## src/lcis_defines.vh

```
`ifndef LCIS_DEFINES_VH
`define LCIS_DEFINES_VH
// Register byte offsets, one aligned word per multiplexer plus one status word.
`define LCIS_SEL_REG_FIRST_OFS 5'h00
`define LCIS_SEL_REG_1_OFS 5'h04
`define LCIS_SEL_REG_2_OFS 5'h08
`define LCIS_SEL_REG_LAST_OFS 5'h0c
`define LCIS_STATUS_OFS 5'h10
// Select code field.
`define LCIS_CODE_MSB 5
`define LCIS_CODE_LSB 0
`define LCIS_CODE_RESET 6'h00
// Number of candidate signals; codes at or above this are reserved.
`define LCIS_NUM_SOURCES 6'h25
`define LCIS_NUM_MUX 4
// AXI responses.
`define LCIS_RESP_OKAY 2'b00
`define LCIS_RESP_SLVERR 2'b10
`endif

```

## src/lcis_code_mem.v

```verilog
`timescale 1ns/10ps
`default_nettype none
`include "lcis_defines.vh"
// Four select codes held as a tiny memory with a registered read port.
module lcis_code_mem (
  input wire aclk,
  input wire aresetn,
  input wire wr_en,
  input wire [1:0] wr_idx,
  input wire [5:0] wr_code,
  input wire [1:0] rd_idx,
  output reg [5:0] rd_code,
  output wire [23:0] all_codes
);
  reg [5:0] code_reg [0:3];
  integer i;

  always @(posedge aclk) begin
    if (!aresetn) begin
      for (i = 0; i < `LCIS_NUM_MUX; i = i + 1) begin
        code_reg[i] <= `LCIS_CODE_RESET;
      end
      rd_code <= `LCIS_CODE_RESET;
    end else begin
      if (wr_en) begin
        code_reg[wr_idx] <= wr_code;
      end
      rd_code <= code_reg[rd_idx];
    end
  end

  assign all_codes = {code_reg[3], code_reg[2], code_reg[1], code_reg[0]};
endmodule // lcis_code_mem
`default_nettype wire

```

## src/lcis_input_select.v

```verilog
// The placing of the registers and the AXI4-Lite register port were left to the implementer.
`timescale 1ns/10ps
`default_nettype none
`include "lcis_defines.vh"
module lcis_input_select (
  input wire aclk,
  input wire aresetn,
  input wire [4:0] s_axi_awaddr,
  input wire [2:0] s_axi_awprot,
  input wire s_axi_awvalid,
  output reg s_axi_awready,
  input wire [31:0] s_axi_wdata,
  input wire [3:0] s_axi_wstrb,
  input wire s_axi_wvalid,
  output reg s_axi_wready,
  output reg [1:0] s_axi_bresp,
  output reg s_axi_bvalid,
  input wire s_axi_bready,
  input wire [4:0] s_axi_araddr,
  input wire [2:0] s_axi_arprot,
  input wire s_axi_arvalid,
  output reg s_axi_arready,
  output reg [31:0] s_axi_rdata,
  output reg [1:0] s_axi_rresp,
  output reg s_axi_rvalid,
  input wire s_axi_rready,
  input wire [3:0] cell_external_input,
  input wire system_clock,
  input wire high_freq_internal_osc,
  input wire low_freq_internal_osc,
  input wire medium_freq_internal_osc_500k,
  input wire medium_freq_internal_osc_32k,
  input wire secondary_oscillator,
  input wire converter_rc_oscillator,
  input wire [3:0] timer_overflow,
  input wire signal_measurement_timer_overflow,
  input wire capture_compare_unit_one,
  input wire capture_compare_unit_two,
  input wire pulse_width_unit_three,
  input wire pulse_width_unit_four,
  input wire comparator_one_result,
  input wire comparator_two_result,
  input wire zero_cross_detector,
  input wire pin_change_interrupt_flag,
  input wire [3:0] configurable_logic_cell_out,
  input wire first_serial_port_data,
  input wire first_serial_port_clock,
  input wire sync_serial_port_data_out,
  input wire sync_serial_port_clock,
  input wire real_time_calendar_seconds,
  input wire waveform_gen_output_a,
  input wire waveform_gen_output_b,
  input wire second_serial_port_data,
  input wire second_serial_port_clock,
  output reg [3:0] cell_data_out,
  output reg [3:0] reserved_code_seen
);
  // Protection bits are ignored, so every access is treated alike.
  reg [4:0] wr_addr_reg;
  reg [31:0] wr_data_reg;
  reg [3:0] wr_strb_reg;
  reg aw_held_reg;
  reg w_held_reg;
  reg rd_pend_reg;
  reg [4:0] rd_addr_reg;
  wire [23:0] all_codes;
  wire [5:0] rd_code;
  wire [63:0] src_vec;
  wire do_write;
  wire wr_is_sel;
  integer m;

  function is_sel_addr;
    input [4:0] a;
    begin
      is_sel_addr = (a[1:0] == 2'b00) && (a[4] == 1'b0);
    end
  endfunction

  // Codes at or above the source count are reserved and select nothing.
  function is_reserved_code;
    input [5:0] c;
    begin
      is_reserved_code = (c >= `LCIS_NUM_SOURCES);
    end
  endfunction

  // Codes 0x25 and up read from the tied-low upper slice.
  assign src_vec = {27'h0000000,
                    second_serial_port_clock, second_serial_port_data,
                    waveform_gen_output_b, waveform_gen_output_a,
                    real_time_calendar_seconds,
                    sync_serial_port_clock, sync_serial_port_data_out,
                    first_serial_port_clock, first_serial_port_data,
                    configurable_logic_cell_out,
                    pin_change_interrupt_flag, zero_cross_detector,
                    comparator_two_result, comparator_one_result,
                    pulse_width_unit_four, pulse_width_unit_three,
                    capture_compare_unit_two, capture_compare_unit_one,
                    signal_measurement_timer_overflow, timer_overflow,
                    converter_rc_oscillator, secondary_oscillator,
                    medium_freq_internal_osc_32k, medium_freq_internal_osc_500k,
                    low_freq_internal_osc, high_freq_internal_osc, system_clock,
                    cell_external_input};

  assign do_write = aw_held_reg && w_held_reg && !s_axi_bvalid;
  assign wr_is_sel = is_sel_addr(wr_addr_reg);

  // Only byte lane zero carries a code, so a write without it keeps the old one.
  // The read index comes straight from the bus, so the code is fetched at the handshake.
  lcis_code_mem u_mem (
    .aclk(aclk),
    .aresetn(aresetn),
    .wr_en(do_write && wr_is_sel && wr_strb_reg[0]),
    .wr_idx(wr_addr_reg[3:2]),
    .wr_code(wr_data_reg[`LCIS_CODE_MSB:`LCIS_CODE_LSB]),
    .rd_idx(s_axi_araddr[3:2]),
    .rd_code(rd_code),
    .all_codes(all_codes)
  );

  // Outputs are registered, so a rewrite shows one cycle after it lands.
  // A reserved code indexes the tied-low slice, so no extra gating is needed.
  always @(posedge aclk) begin
    if (!aresetn) begin
      cell_data_out <= 4'h0;
      reserved_code_seen <= 4'h0;
    end else begin
      for (m = 0; m < `LCIS_NUM_MUX; m = m + 1) begin
        cell_data_out[m] <= src_vec[all_codes[m*6 +: 6]];
        reserved_code_seen[m] <= is_reserved_code(all_codes[m*6 +: 6]);
      end
    end
  end

  // Address and data are latched on their own handshakes, so either may come first.
  // Both readies stay low until the response is taken, keeping one write in flight.
  always @(posedge aclk) begin
    if (!aresetn) begin
      s_axi_awready <= 1'b1;
      s_axi_wready <= 1'b1;
      s_axi_bvalid <= 1'b0;
      s_axi_bresp <= `LCIS_RESP_OKAY;
      aw_held_reg <= 1'b0;
      w_held_reg <= 1'b0;
      wr_addr_reg <= 5'h00;
      wr_data_reg <= 32'h00000000;
      wr_strb_reg <= 4'h0;
    end else begin
      if (s_axi_awvalid && s_axi_awready) begin
        aw_held_reg <= 1'b1;
        s_axi_awready <= 1'b0;
        wr_addr_reg <= s_axi_awaddr;
      end
      if (s_axi_wvalid && s_axi_wready) begin
        w_held_reg <= 1'b1;
        s_axi_wready <= 1'b0;
        wr_data_reg <= s_axi_wdata;
        wr_strb_reg <= s_axi_wstrb;
      end
      if (do_write) begin
        s_axi_bvalid <= 1'b1;
        s_axi_bresp <= wr_is_sel ? `LCIS_RESP_OKAY : `LCIS_RESP_SLVERR;
        aw_held_reg <= 1'b0;
        w_held_reg <= 1'b0;
      end
      if (s_axi_bvalid && s_axi_bready) begin
        s_axi_bvalid <= 1'b0;
        s_axi_awready <= 1'b1;
        s_axi_wready <= 1'b1;
      end
    end
  end

  // Reads take two cycles because the code memory has a registered port.
  // An unmapped offset answers with an error and zero data.
  always @(posedge aclk) begin
    if (!aresetn) begin
      s_axi_arready <= 1'b1;
      s_axi_rvalid <= 1'b0;
      s_axi_rdata <= 32'h00000000;
      s_axi_rresp <= `LCIS_RESP_OKAY;
      rd_pend_reg <= 1'b0;
      rd_addr_reg <= 5'h00;
    end else begin
      if (s_axi_arvalid && s_axi_arready) begin
        s_axi_arready <= 1'b0;
        rd_pend_reg <= 1'b1;
        rd_addr_reg <= s_axi_araddr;
      end
      if (rd_pend_reg) begin
        rd_pend_reg <= 1'b0;
        s_axi_rvalid <= 1'b1;
        if (is_sel_addr(rd_addr_reg)) begin
          s_axi_rdata <= {26'h0000000, rd_code};
          s_axi_rresp <= `LCIS_RESP_OKAY;
        end else if (rd_addr_reg == `LCIS_STATUS_OFS) begin
          s_axi_rdata <= {24'h000000, reserved_code_seen, cell_data_out};
          s_axi_rresp <= `LCIS_RESP_OKAY;
        end else begin
          s_axi_rdata <= 32'h00000000;
          s_axi_rresp <= `LCIS_RESP_SLVERR;
        end
      end
      if (s_axi_rvalid && s_axi_rready) begin
        s_axi_rvalid <= 1'b0;
        s_axi_arready <= 1'b1;
      end
    end
  end
endmodule // lcis_input_select
`default_nettype wire

```

## config.mk

```make
export PLATFORM = sky130hd
export DESIGN_NAME = lcis_input_select
export DESIGN_NICKNAME = d
export VERILOG_FILES = /design/src/lcis_code_mem.v /design/src/lcis_input_select.v
export VERILOG_INCLUDE_DIRS = /design/src
export SDC_FILE = /design/constraint.sdc
export NUM_CORES = 1
export LEC_CHECK = 0
export CAP_MARGIN = 20
export CORE_MARGIN = 2
export CORE_UTILIZATION = 25
export DETAILED_ROUTE_END_ITERATION = 12
export DONT_BUFFER_PORTS = 1
export GPL_TIMING_DRIVEN = 0
export HOLD_SLACK_MARGIN = 0.08
export PLACE_DENSITY = 0.45
export SLEW_MARGIN = 40
export SYNTH_ARGS = -nofsm -noshare
export SYNTH_HDL_FRONTEND = slang
export SYNTH_SLANG_ARGS = --single-unit
export TNS_END_PERCENT = 1
```

## constraint.sdc

```tcl
create_clock -name aclk -period 5.4 [get_ports aclk]
set_input_delay 0.54 -clock aclk [delete_from_list [all_inputs] [get_ports aclk]]
set_output_delay 0.54 -clock aclk [all_outputs]
set_load 0.1 [all_outputs]
```

== Yosys cells after proc, flatten, opt, wreduce, memory -nomap -nowiden ==
Memory sizes are Yosys's and may differ from the RTL's. A register that Yosys moved wholly into a read port is not among the register bits.
Cells that the tools add are included.
Storage, ports and cells
  input bits: 96
  memory bits (writable): 24
  output and inout port bits: 49
  bits in registers: 69
  word-level logic and storage cells: 71
  memories kept: 1
Cells by class
  eq/ne operators: 1
  multiplexer cells: 21
  magnitude comparators: 8
  bitwise logic cells: 3
  reductions and logical operators: 20
Memories
  u_mem.code_reg: words 4, width 6, read ports 5, clocked after Yosys merged registers in 1, write ports 4, RTL line lcis_code_mem.v:15  | reg [5:0] code_reg [0:3];
Operators by type and width (count)
  6-bit by 7-bit less-than comparator with 1-bit output, second input constant: 4
  1-bit binary-select mux with 6-bit select: 4
  6-bit >= comparator, second input constant: 4
  8-bit 2-to-1 mux: 2
  1-bit logical AND: 11
  1-bit 2-to-1 mux: 10
  2-bit 2-to-1 mux: 4
  2-bit OR reduction: 4
  6-bit 2-to-1 mux: 1
  6-bit OR reduction: 1
  5-bit == test, second input constant: 1
  2-bit logical NOT: 2
  1-bit inverter: 3
  1-bit logical NOT: 2

== Logic depth before layout (Yosys ltp) ==
Gate-level depths: netlist (run 1).
  depth after elaboration: 9
  gate-level depth with buffers: 7
  gate-level depth less buffers: 5

== Hierarchy ==
A second synthesis (run 1) with hierarchy kept.
Unflattened totals
  cells, all modules: 438
  area total of the unflattened synthesis: 4523.1 µm²
Modules (own cells, without submodules)
  lcis_input_select: sequential area each 860.8 µm², times used 1, area an instance 3276.9 µm², cells an instance 352
  lcis_code_mem: sequential area each 840.8 µm², times used 1, area an instance 1246.2 µm², cells an instance 86

== Worst setup path before layout (run 1) ==
No wires, ideal clock.
  kind: register to register
  start: reg s_axi_bvalid
  end: mem u_mem.code_reg[0][0] (enable)
  setup slack: 3044 ps
  buffers on the path: 0
  stages on the path, launching flop included: 6
  arrival: 2034 ps
  period minus slack after synthesis: 2356 ps
  setup time: 322 ps
  cell sequence: dfxtp_1 > nand3b_1 > nor4_2 > and3_1 > nor3b_2 > nand2b_1
RTL lines
  start: declaration: RTL line lcis_input_select.v:17  | output reg s_axi_bvalid,
  start signal: assignment: RTL line lcis_input_select.v:142  | s_axi_bvalid <= 1'b0;
  start signal: assignment: RTL line lcis_input_select.v:162  | s_axi_bvalid <= 1'b1;
  start signal: assignment: RTL line lcis_input_select.v:168  | s_axi_bvalid <= 1'b0;
  end: declaration: RTL line lcis_code_mem.v:15

==> results of run 1 <==
[worst register-to-register path: stages, from the launching register on]
cell and delay (ns):
sky130_fd_sc_hd__dfxtp_2 0.50, sky130_fd_sc_hd__nand3b_1 0.34, sky130_fd_sc_hd__nor4_2 0.38, sky130_fd_sc_hd__and3_1 0.41, sky130_fd_sc_hd__nor3b_2 0.45, sky130_fd_sc_hd__nand2b_1 0.36
[metrics by stage]
stage / cell area, um2 / hold WS (ns) / instances / total power, mW
after floorplan: 4460 / 0.437 / 427 / 0.908
after global placement: 4740 / 0.446 / 652 / 0.951
after detailed placement: 4770 / 0.457 / 652 / 0.955
after CTS: 5060 / 0.288 / 668 / 1.53
after global routing: 5060 / 0.304 / 668 / 1.58
final: 5060 / 0.305 / 668 / 1.52
[final timing paths]
check / slack [ns] / from / end / depth (start not counted)
worst max-delay path: 2.63 / s_axi_bvalid / u_mem.code_reg[0][2] / 5
worst min-delay path: 0.30 / s_axi_arvalid / s_axi_arready / 1
worst min register to register: 0.46 / rd_addr_reg[2] / rd_addr_reg[2] / 2
worst max register to register: 2.63 / s_axi_bvalid / u_mem.code_reg[0][2] / 5
[cells by family (layout without fill, tap and decap cells)]
group,after synthesis,after routing,synth area share (%)
flops,73,73,39.0
mux,63,63,25.9
simple gates,131,131,16.3
buf+inv,60,76,8.48
compound gates,74,74,10.3
other cells,1,26,0.0859
[synth_stat cells, drive strengths merged, types with 6 or more instances]
| library cell | number | share of area [%] |
|---|---|---|
| nand2 | 29 | 2.5 |
| clkbuf | 15 | 1.5 |
| edfxtp | 24 | 17 |
| buf | 35 | 6.1 |
| dfxtp | 49 | 22 |
| nor2 | 15 | 1.3 |
| o21ai | 16 | 1.8 |
| a211oi | 6 | 1.0 |
| nand3 | 23 | 2.6 |
| and2 | 30 | 4.3 |
| a22oi | 6 | 1.0 |
| nand3b | 6 | 1.0 |
| inv | 9 | 0.77 |
| a21oi | 30 | 3.5 |
| mux2i | 24 | 5.5 |
| mux4 | 37 | 20 |
[area by class of cell]
cell class | count | area (um2) | area share [%]
multi-input cells | 294 | 2390 | 47.3
flip-flops and latches | 73 | 1730 | 34.2
plain buffers | 50 | 333 | 6.57
well taps | 225 | 282 | 5.56
clock buffers | 11 | 233 | 4.59
clock inverters | 5 | 56.3 | 1.11
inverters | 10 | 37.5 | 0.741
[power by group]
part           internal [mW]  total (mW)  leakage (nW)  switching, mW
sequential             0.597       0.697         0.657         0.0999
combinational         0.0892       0.245          1.06          0.156
clock                  0.357       0.575         0.139          0.218
[routing by layer]
metal  global-route usage (%)  routed length, um  share of wire [%]
met1                     16.6               5100                 41
met2                     21.9               6060                 49
met4                     4.92                253                2.0
met5                        0                  0                  0
met3                     4.88               1030                8.3
==> summary.md, run 1 <==
The flow ran to the end, and the final reports show no timing, DRC or antenna violations. The tools report the sum of net half-perimeters after detailed placement as 9.68 mm. The starting DRC count in detailed routing came out at 225. The tools report the category of the worst setup path launch point as a flip-flop. For the worst-skew pair, the clock arrives at the later sink with an insertion delay of 0.33 ns.

The filler cells instantiated in the layout total 1812. The count of buffers added on input and output ports is 0. The pre-antenna-repair detailed-routing pass consisted of 4 iterations. The run gives 73 as the clock net sink count. Final weighted congestion in routability-driven placement: 0.880.

The min-delay analysis places its worst path in the category input pin to flip-flop. Max-cap violations in this run came to 0. After detailed routing, the number of remaining DRC violations is 0. The per-cell routed wire length is 18.6 um. The longest clock path from root to sink contains 2 buffers. The biggest fanout along the worst timing path was 7; the growth of design area from synthesis to finish was 16.0%. For this design the static power due to leakage is 1.86 nW.

The top cell types in the final layout, fill and taps aside, are sky130_fd_sc_hd__and2_1, sky130_fd_sc_hd__buf_4, sky130_fd_sc_hd__nand2_1, sky130_fd_sc_hd__a21oi_1, sky130_fd_sc_hd__mux4_2. The tools report the total setup buffers inserted after CTS as 0. In this run the power density over the cells is 300 nW/um2. The tools report the final setup skew as 0.00724 ns. Kind of capture point of the worst setup path: a flip-flop. The slowest stage of the critical path belongs to the cell sky130_fd_sc_hd__dfxtp_2.

Buffers inserted during clock tree synthesis total 9. The logs give 2.60 ns for the worst setup slack before clock tree synthesis and 402 for the cell count after synthesis. The register with the most flip-flops in the layout has 24 of them.

The run gives 2.77 ns as the critical path data arrival time. The largest single stage delay on the critical path is 0.50 ns. The antenna diode count is 0. The clock transition at the registers of the reported paths works out to 0.05 ns.

Category of the critical setup timing path: flip-flop to flip-flop. For this configuration, the core starts out at a cell density of 25.4%. The number of max-slew violations in the final report was 0; the final critical-path setup slack was 2.63 ns. For this run, the leading register cell type out of synthesis is sky130_fd_sc_hd__dfxtp_1. The largest delay contributor family on the critical path is simple AND/OR/NAND/NOR gates. The transition time at the pin with the least slew margin was 0.732 ns. Walking the worst path, the cells encountered are nand3b_1 -> nor4_2 -> and3_1 -> nor3b_2 -> nand2b_1. The die covers 18500 um2. After layout, the minimum clock period comes to 2.77 ns. In the final design database the tool counted 534 nets. Proportion of layout cells with a drive suffix above 1: 25.1%. The number of buffers and inverters on the critical path is 0. Yosys printed 0 warnings. Of all flip-flops after synthesis, the portion carrying an async set or reset was 0%. The share of the Yosys chip area taken by registers is 39.0%. The number of different library cells used by synthesis comes to 50. The number of gates resized after CTS was 0. Pin placement for this block handled 145 I/O pins. Setup repair after global routing left no endpoint under its margin. For the number of global-route vias before repair, the log shows 3248.

The core region is 17200 um2. The H-tree generated during clock tree synthesis spans 3 levels. Setup violations remaining at the end of the flow were counted as 0. TritonCTS built the clock tree.

The logs give 0 for the total overflow reported by the global router and 5.40 ns for the required time at the worst-slack endpoint. The tools report the number of buffers inserted by hold repair at cts as 0. After synthesis, the mean cell area works out to 10.9 um2. The tightest slew margin relative to the limit is 51.2%, and the flip-flop and latch count after synthesis is 73. Across the VDD grid, the largest voltage drop is 0.143 mV.

The mean number of vias per cell came out at 4.93. The logs give 0 for the initial antenna violation count and 13.6% for the overall track demand over capacity in global routing. Wires add up to 12.4 mm.

The logs give 13 for the maximum number of pins on one net before global-route repair and 18.9 mm for the wire length of the first global-routing pass. Clock tree synthesis selected as its root buffer the cell sky130_fd_sc_hd__clkbuf_16. The placement row count was 48. The number of hold violations in the final report is 0. The combined area of all synthesized cells is 4370 um2, and the post-route antenna net violation count is 0. Counting flops with a built-in enable in the synthesized netlist gives 24. The chip height works out to 136 um. The final critical path takes up 51.4% of the cycle. The width of the chip was 136 um.

The run gives 29.5% as the fraction of the core area covered by cells at the end of the flow. Derived from the worst setup path, the maximum achievable clock frequency is 361 MHz. The count of vias placed by the detailed router is 3293. The run gives 0 ns as the final total negative setup slack.
No activity file was read; power rests on OpenSTA's default activity.
==> inputs of run 2 (changes only) <==
--- a/config.mk
+++ b/config.mk
@@ -13,7 +13,7 @@
 export DONT_BUFFER_PORTS = 1
 export GPL_TIMING_DRIVEN = 0
 export HOLD_SLACK_MARGIN = 0.08
-export PLACE_DENSITY = 0.45
+export PLACE_DENSITY = 0.47
 export SLEW_MARGIN = 40
 export SYNTH_ARGS = -nofsm -noshare
 export SYNTH_HDL_FRONTEND = slang
==> constraint.sdc (replaced) <==
create_clock -name aclk -period 2.5 [get_ports aclk]
set_input_delay 0.25 -clock aclk [delete_from_list [all_inputs] [get_ports aclk]]
set_output_delay 0.25 -clock aclk [all_outputs]
set_load 0.1 [all_outputs]
==> run 2 against run 1 <==
Compared with the run above: final area grew 5.1%; sequential power grew 120%; first-iteration DRC count grew 1.8%; die area is the same; largest power group is now the clock network; highest routed layer unchanged.
==> summary.md, run 2 (synthesis gave the netlist of run 1 again) <==
The run gives 1730 um2 (unchanged) as the area of all sequential standard cells. The tightest slew margin relative to the limit was 50.3% (was 51.2%). The logs give 0.172 ns (was 2.63 ns) for the final critical-path setup slack and 3 (unchanged) for the deepest level of the CTS H-tree.

The routed wire length was 12.6 mm (was 12.4 mm). Cell at the slowest stage of the critical path: sky130_fd_sc_hd__dfxtp_2 (unchanged). The power per unit of standard cell area is 674 nW/um2 (was 300 nW/um2), and the number of max-slew violations in the final report is 0 (unchanged). The initial antenna violation count is 0 (unchanged), and the clock transition at the registers of the reported paths is 0.06 ns (was 0.05 ns). The area of the multi-input gates came out at 2410 um2 (was 2390 um2). The launch instance of the worst register-to-register path was s_axi_bvalid (unchanged). The mean number of vias per cell is 4.84 (was 4.93), and the number of optimization iterations in the first detailed-route pass is 4 (unchanged).

The number of flip-flops in the largest register is 24 (unchanged). The critical path data arrival time was 2.35 ns (was 2.77 ns); the required time at the worst-slack endpoint was 2.52 ns (was 5.40 ns). The max-cap violation count was 0 (unchanged); the largest buffer count on any clock path was 2 (unchanged). The logs give 0.847 (was 0.880) for the final weighted congestion in routability-driven placement and 550 (was 534) for the layout net count. The post-layout minimum cycle time is 2.33 ns (was 2.77 ns). The run gives 3310 (was 3293) as the count of vias placed by the detailed router. The residual DRC count is 0 (unchanged). The tools report the clock net sink count as 73 (unchanged). The largest delay contributor family on the critical path was simple AND/OR/NAND/NOR gates (unchanged). The transition time at the pin with the least slew margin was 0.740 ns (was 0.732 ns); the growth of design area from synthesis to finish was 21.9% (was 16.0%). The tools report the static leakage as 1.96 nW (was 1.86 nW). The worst hold path class was input pin to flip-flop (unchanged). The starting DRC count in detailed routing is 229 (was 225). Width of the chip: 136 um (unchanged). The chip height was 136 um (unchanged). Biggest fanout along the worst timing path: 7 (unchanged).

The run gives 430 MHz (was 361 MHz) as the maximum clock rate. Crit path cell chain: nand3b_1 -> nor4_4 -> and3_2 -> nor3b_4 -> nand2b_2 (was nand3b_1 -> nor4_2 -> and3_1 -> nor3b_2 -> nand2b_1). Overall track demand over capacity in global routing: 13.5% (was 13.6%). The core region area is 17200 um2 (unchanged). For the layout filler cell count, the log shows 1788 (was 1812).

For the total overflow reported by the global router, the log shows 0 (unchanged). The first element of the critical path was s_axi_bvalid (unchanged). The per-cell routed wire length is 18.4 um (was 18.6 um).

The clock root buffer is sky130_fd_sc_hd__clkbuf_16 (unchanged). TritonCTS built the clock tree. The share of the clock period used by the worst path came out at 93.1% (was 51.4%). The sum of net half-perimeters after detailed placement is 9.70 mm (was 9.68 mm). The count of boundary I/O pins was 145 (unchanged). Setup repair after global routing left no endpoint under its margin. The number of hold violations in the final report was 0 (unchanged).

Commonest non-fill, non-tap cells in the layout: sky130_fd_sc_hd__buf_4, sky130_fd_sc_hd__and2_1, sky130_fd_sc_hd__nand2_1, sky130_fd_sc_hd__a21oi_1, sky130_fd_sc_hd__mux4_2 (was sky130_fd_sc_hd__and2_1, sky130_fd_sc_hd__buf_4, sky130_fd_sc_hd__nand2_1, sky130_fd_sc_hd__a21oi_1, sky130_fd_sc_hd__mux4_2). The number of setup violations in the final report was 0 (unchanged); the maximum VDD drop was 0.415 mV (was 0.143 mV). The logs give 0.17 ns (was 2.63 ns) for the register-to-register path setup slack and 25.4% (unchanged) for the effective utilization at floorplan. For the antenna diode count, the log shows 0 (unchanged).

The most common cell after layout, fill and taps aside is sky130_fd_sc_hd__buf_4. The placement row count was 48 (unchanged). The wire length of the first global-routing pass is 18.7 mm (was 18.9 mm).

The tools report the launch point of the worst hold path as s_axi_wstrb[0] (was s_axi_arvalid). Kind of capture point of the worst setup path: a flip-flop (unchanged). Number of CTS-inserted buffers: 9 (unchanged). The flow ran to the end, and the final reports show no timing, DRC or antenna violations. The maximum number of pins on one net before global-route repair was 14 (was 13).

The maximum single-stage delay on the critical path is 0.50 ns (about the same). Category of the critical setup timing path: flip-flop to flip-flop (unchanged). The category of the worst setup path launch point is a flip-flop (unchanged).

The die area came out at 18500 um2 (unchanged). The post-route antenna net violation count was 0 (unchanged); the number of buffers and inverters on the critical path was 0 (unchanged). The logs give -0.375 ns (was 2.60 ns) for the worst setup slack before clock tree synthesis and 0.33 ns (about the same) for the worst-skew pair later-pin latency. The number of global-route vias before repair was 3247 (was 3248); the fraction of the core area covered by cells at the end of the flow was 31.0% (was 29.5%). For the final setup skew, the log shows 0.00647 ns (was 0.00724 ns). The number of buffers added on ports is 0 (unchanged). The proportion of layout cells with a drive suffix above 1 works out to 25.5% (was 25.1%).
-- run 2: worst register-to-register path: cells and delay by family (launching register included) --
family	cells	cell delay, ns
and+or+nand+nor	5	1.53
DFF	1	0.50
-- run 2: routing by layer --
layer / global-route usage [%] / up-vias / wire length (um) / part of all wire [%]
li1: - / 1568 / - / -
met1: 16.0 / 1598 / 5010 / 40
met2: 23.2 / 129 / 6250 / 50
met3: 4.81 / 15 / 1130 / 9.0
met4: 3.36 / 0 / 156 / 1.2
met5: 0 / - / 0 / 0
-- run 2: timing repair --
action,CTS,global route
endpoints found under the setup margin,12,12
hold buffers,13,2
hold endpoints to repair,13,2
gates resized for setup,4,2
buffers inserted,1,0
-- run 2: worst paths after layout --
path,endpoint,cells past startpoint
max,u_mem.code_reg[0][5],5
max reg2reg,u_mem.code_reg[0][5],5
min reg2reg,aw_held_reg,2
min,wr_strb_reg[0],2
-- run 2: area by class of cell --
| class | count | area share, % |
|---|---|---|
| tap | 225 | 5.29 |
| timing repair buffer | 16 | 2.96 |
| buffer | 50 | 6.25 |
| multi-input combinational | 294 | 45.4 |
| inverter | 10 | 0.705 |
| clock buffer | 12 | 5.43 |
| sequential | 73 | 32.5 |
| clock inverter | 4 | 1.46 |
-- run 2: per-stage QoR --
step	hold slack (ns)	TNS (ns)	power (mW)	std cells	area [um2]
finish	0.0901	0	3.58	684	5320
global route	0.0909	0	3.71	684	5320
CTS	0.0811	0	3.62	682	5300
detailed placement	0.352	-3.24	2.06	652	4770
global placement	0.353	-10.35	2.05	652	4740
floorplan	0.350	0	1.96	427	4460
-- run 2: report_power, final --
part           internal (mW)  total (mW)  switching, mW
logic                  0.209       0.550          0.341
registers               1.29        1.51          0.218
clock network           1.03        1.53          0.500
total                   2.53        3.58           1.06
==> inputs of run 3 (changes only) <==
--- a/config.mk
+++ b/config.mk
@@ -9,6 +9,7 @@
 export CAP_MARGIN = 20
 export CORE_MARGIN = 2
 export CORE_UTILIZATION = 25
+export CTS_BUF_LIST = sky130_fd_sc_hd__clkbuf_4
 export DETAILED_ROUTE_END_ITERATION = 12
 export DONT_BUFFER_PORTS = 1
 export GPL_TIMING_DRIVEN = 0
==> run 3 against run 2 <==
Compared with the run above: combinational power increased by 2%; sequential power is essentially flat; first-iteration DRC count down 2.6%; maximum frequency decreased by 0.79%; global-route usage is 0.21 points higher; clock power down 31%; critical path type unchanged; largest power group is now registers.
==> summary.md, run 3 (synthesis gave the netlist of run 1 again) <==
The post-layout minimum cycle time was 2.35 ns (was 2.33 ns); the antenna diode count was 0 (unchanged). The logs give 0 (unchanged) for the number of max-slew violations in the final report and 2 (unchanged) for the largest buffer count on any clock path. The biggest fanout along the worst timing path was 7 (unchanged). The deepest level of the CTS H-tree was 3 (unchanged). The required time at the worst-slack endpoint was 2.64 ns (was 2.52 ns). Number of flip-flops in the largest register: 24 (unchanged). For the number of hold violations in the final report, the log shows 0 (unchanged). Core region area: 17200 um2 (unchanged). The run gives 4770 um2 (unchanged) as the total placed instance area.

The run gives 18.8 mm (was 18.7 mm) as the wire length of the first global-routing pass. The tightest slew margin relative to the limit came out at 50.1% (was 50.3%). The number of buffers added on ports was 0 (unchanged); the starting DRC count in detailed routing was 223 (was 229).

The mean number of vias per cell was 4.81 (was 4.84). The max-cap violation count is 0 (unchanged), and the power per unit of standard cell area is 596 nW/um2 (was 674 nW/um2). The layout net count was 557 (was 550); the count of boundary I/O pins was 145 (unchanged). The growth of design area from synthesis to finish was 19.9% (was 21.9%); the proportion of layout cells with a drive suffix above 1 was 24.7% (was 25.5%).

The overall track demand over capacity in global routing is 13.7% (was 13.5%), and the critical path data arrival time is 2.48 ns (was 2.35 ns). Routed wire length: 12.6 mm (about the same). The run gives 0.197 mV (was 0.415 mV) as the maximum VDD drop. The number of cells in the finished layout apart from fillers is 691 (was 684). For the final setup skew, the log shows 0.0170 ns (was 0.00647 ns).

The logs give 30.5% (was 31.0%) for the fraction of the core area covered by cells at the end of the flow and -0.375 ns (unchanged) for the worst setup slack before clock tree synthesis. The category of the critical setup timing path was flip-flop to flip-flop (unchanged). The tools report the layout filler cell count as 1802 (was 1788). The run gives 5 (was 4) as the number of optimization iterations in the first detailed-route pass. TritonCTS built the clock tree. Number of setup violations in the final report: 0 (unchanged). For the static leakage, the log shows 1.92 nW (was 1.96 nW). The worst hold path class was input pin to flip-flop (unchanged). The residual DRC count came out at 0 (unchanged).

The tools report the kind of capture point of the worst setup path as a flip-flop (unchanged). The total setup buffers inserted after CTS was 0 (was 1). The tools report the final-layout worst hold slack as 0.179 ns (was 0.0901 ns). The maximum number of pins on one net before global-route repair was 14 (unchanged). The initial antenna violation count was 0 (unchanged); the worst-skew pair later-pin latency was 0.43 ns (was 0.33 ns). The tools report the cell area after layout as 5240 um2 (was 5320 um2).

The category of the worst setup path launch point was a flip-flop (unchanged). The tools report the final total negative setup slack as 0 ns (unchanged). The flow ran to the end, and the final reports show no timing, DRC or antenna violations. The number of global-route vias before repair was 3246 (was 3247).

The run gives 18500 um2 (unchanged) as the die area. The final critical-path setup slack is 0.153 ns (was 0.172 ns), and the total overflow reported by the global router is 0 (unchanged). The sum of internal, switching and leakage power came out at 3.12 mW (was 3.58 mW).

The tools report the clock root buffer as sky130_fd_sc_hd__clkbuf_4 (was sky130_fd_sc_hd__clkbuf_16). Commonest non-fill, non-tap cells in the layout: sky130_fd_sc_hd__and2_1, sky130_fd_sc_hd__buf_4, sky130_fd_sc_hd__nand2_1, sky130_fd_sc_hd__a21oi_1, sky130_fd_sc_hd__mux4_2 (was sky130_fd_sc_hd__buf_4, sky130_fd_sc_hd__and2_1, sky130_fd_sc_hd__nand2_1, sky130_fd_sc_hd__a21oi_1, sky130_fd_sc_hd__mux4_2). The sum of net half-perimeters after detailed placement was 9.70 mm (unchanged); the clock net sink count was 73 (unchanged). The run gives 3322 (was 3310) as the count of vias placed by the detailed router. The effective utilization at floorplan is 25.4% (unchanged).

The tools report the post-route antenna net violation count as 0 (unchanged). The placement row count came out at 48 (unchanged). The chip height is 136 um (unchanged). Setup repair after global routing left no endpoint under its margin. The maximum clock rate is 426 MHz (was 430 MHz), and the share of the clock period used by the worst path is 93.9% (was 93.1%). The width of the chip is 136 um (unchanged), and the number of CTS-inserted buffers is 9 (unchanged).

The placed instance count was 652 (unchanged); the transition time at the pin with the least slew margin was 0.743 ns (was 0.740 ns). The clock transition at the registers of the reported paths is 0.13 ns (was 0.06 ns), and the final weighted congestion in routability-driven placement is 0.847 (unchanged). The per-cell routed wire length is 18.2 um (was 18.4 um).
## run 3: final timing paths
path / start / to / slack, ns / depth (start not counted)
max: s_axi_bvalid / u_mem.code_reg[0][5] / 0.15 / 5
min: second_serial_port_clock / cell_data_out[0] / 0.18 / 4
max reg2reg: s_axi_bvalid / u_mem.code_reg[0][5] / 0.15 / 5
min reg2reg: aw_held_reg / aw_held_reg / 0.48 / 2
## run 3: critical path, stage by stage (launching register included)
cell	delay (ns)
sky130_fd_sc_hd__dfxtp_4	0.47
sky130_fd_sc_hd__nand3b_1	0.31
sky130_fd_sc_hd__nor4_4	0.29
sky130_fd_sc_hd__and3_2	0.33
sky130_fd_sc_hd__nor3b_4	0.36
sky130_fd_sc_hd__nand2b_2	0.30
## run 3: repair_timing
| action | 4_1_cts | 5_1_grt |
|---|---|---|
| endpoints found under the hold margin | 29 | 0 |
| hold buffers | 23 | 0 |
| gates resized for setup | 6 | 0 |
| endpoints found under the setup margin | 12 | 0 |
## run 3: cell type report
type	count	area, um2	share of cell area [%]
Tap cell	225	282	5.38
Timing Repair Buffer	23	230	4.40
Clock buffer	9	67.6	1.29
Multi-Input combinational cell	294	2410	46.1
Clock inverter	7	141	2.70
Sequential cell	73	1730	33.1
Buffer	50	333	6.36
Inverter	10	37.5	0.717
## run 3: where the power goes
part / switching, mW / internal (mW) / leakage, nW / total [mW]
sequential: 0.217 / 1.29 / 0.657 / 1.50
combinational: 0.345 / 0.217 / 1.15 / 0.563
clock: 0.443 / 0.610 / 0.111 / 1.05
## run 3: layer usage
metal  track usage (%)  share of wire (%)
met5                 0                  0
met4              3.18                1.4
met3              5.82                9.6
met2              23.2                 49
met1              16.0                 40
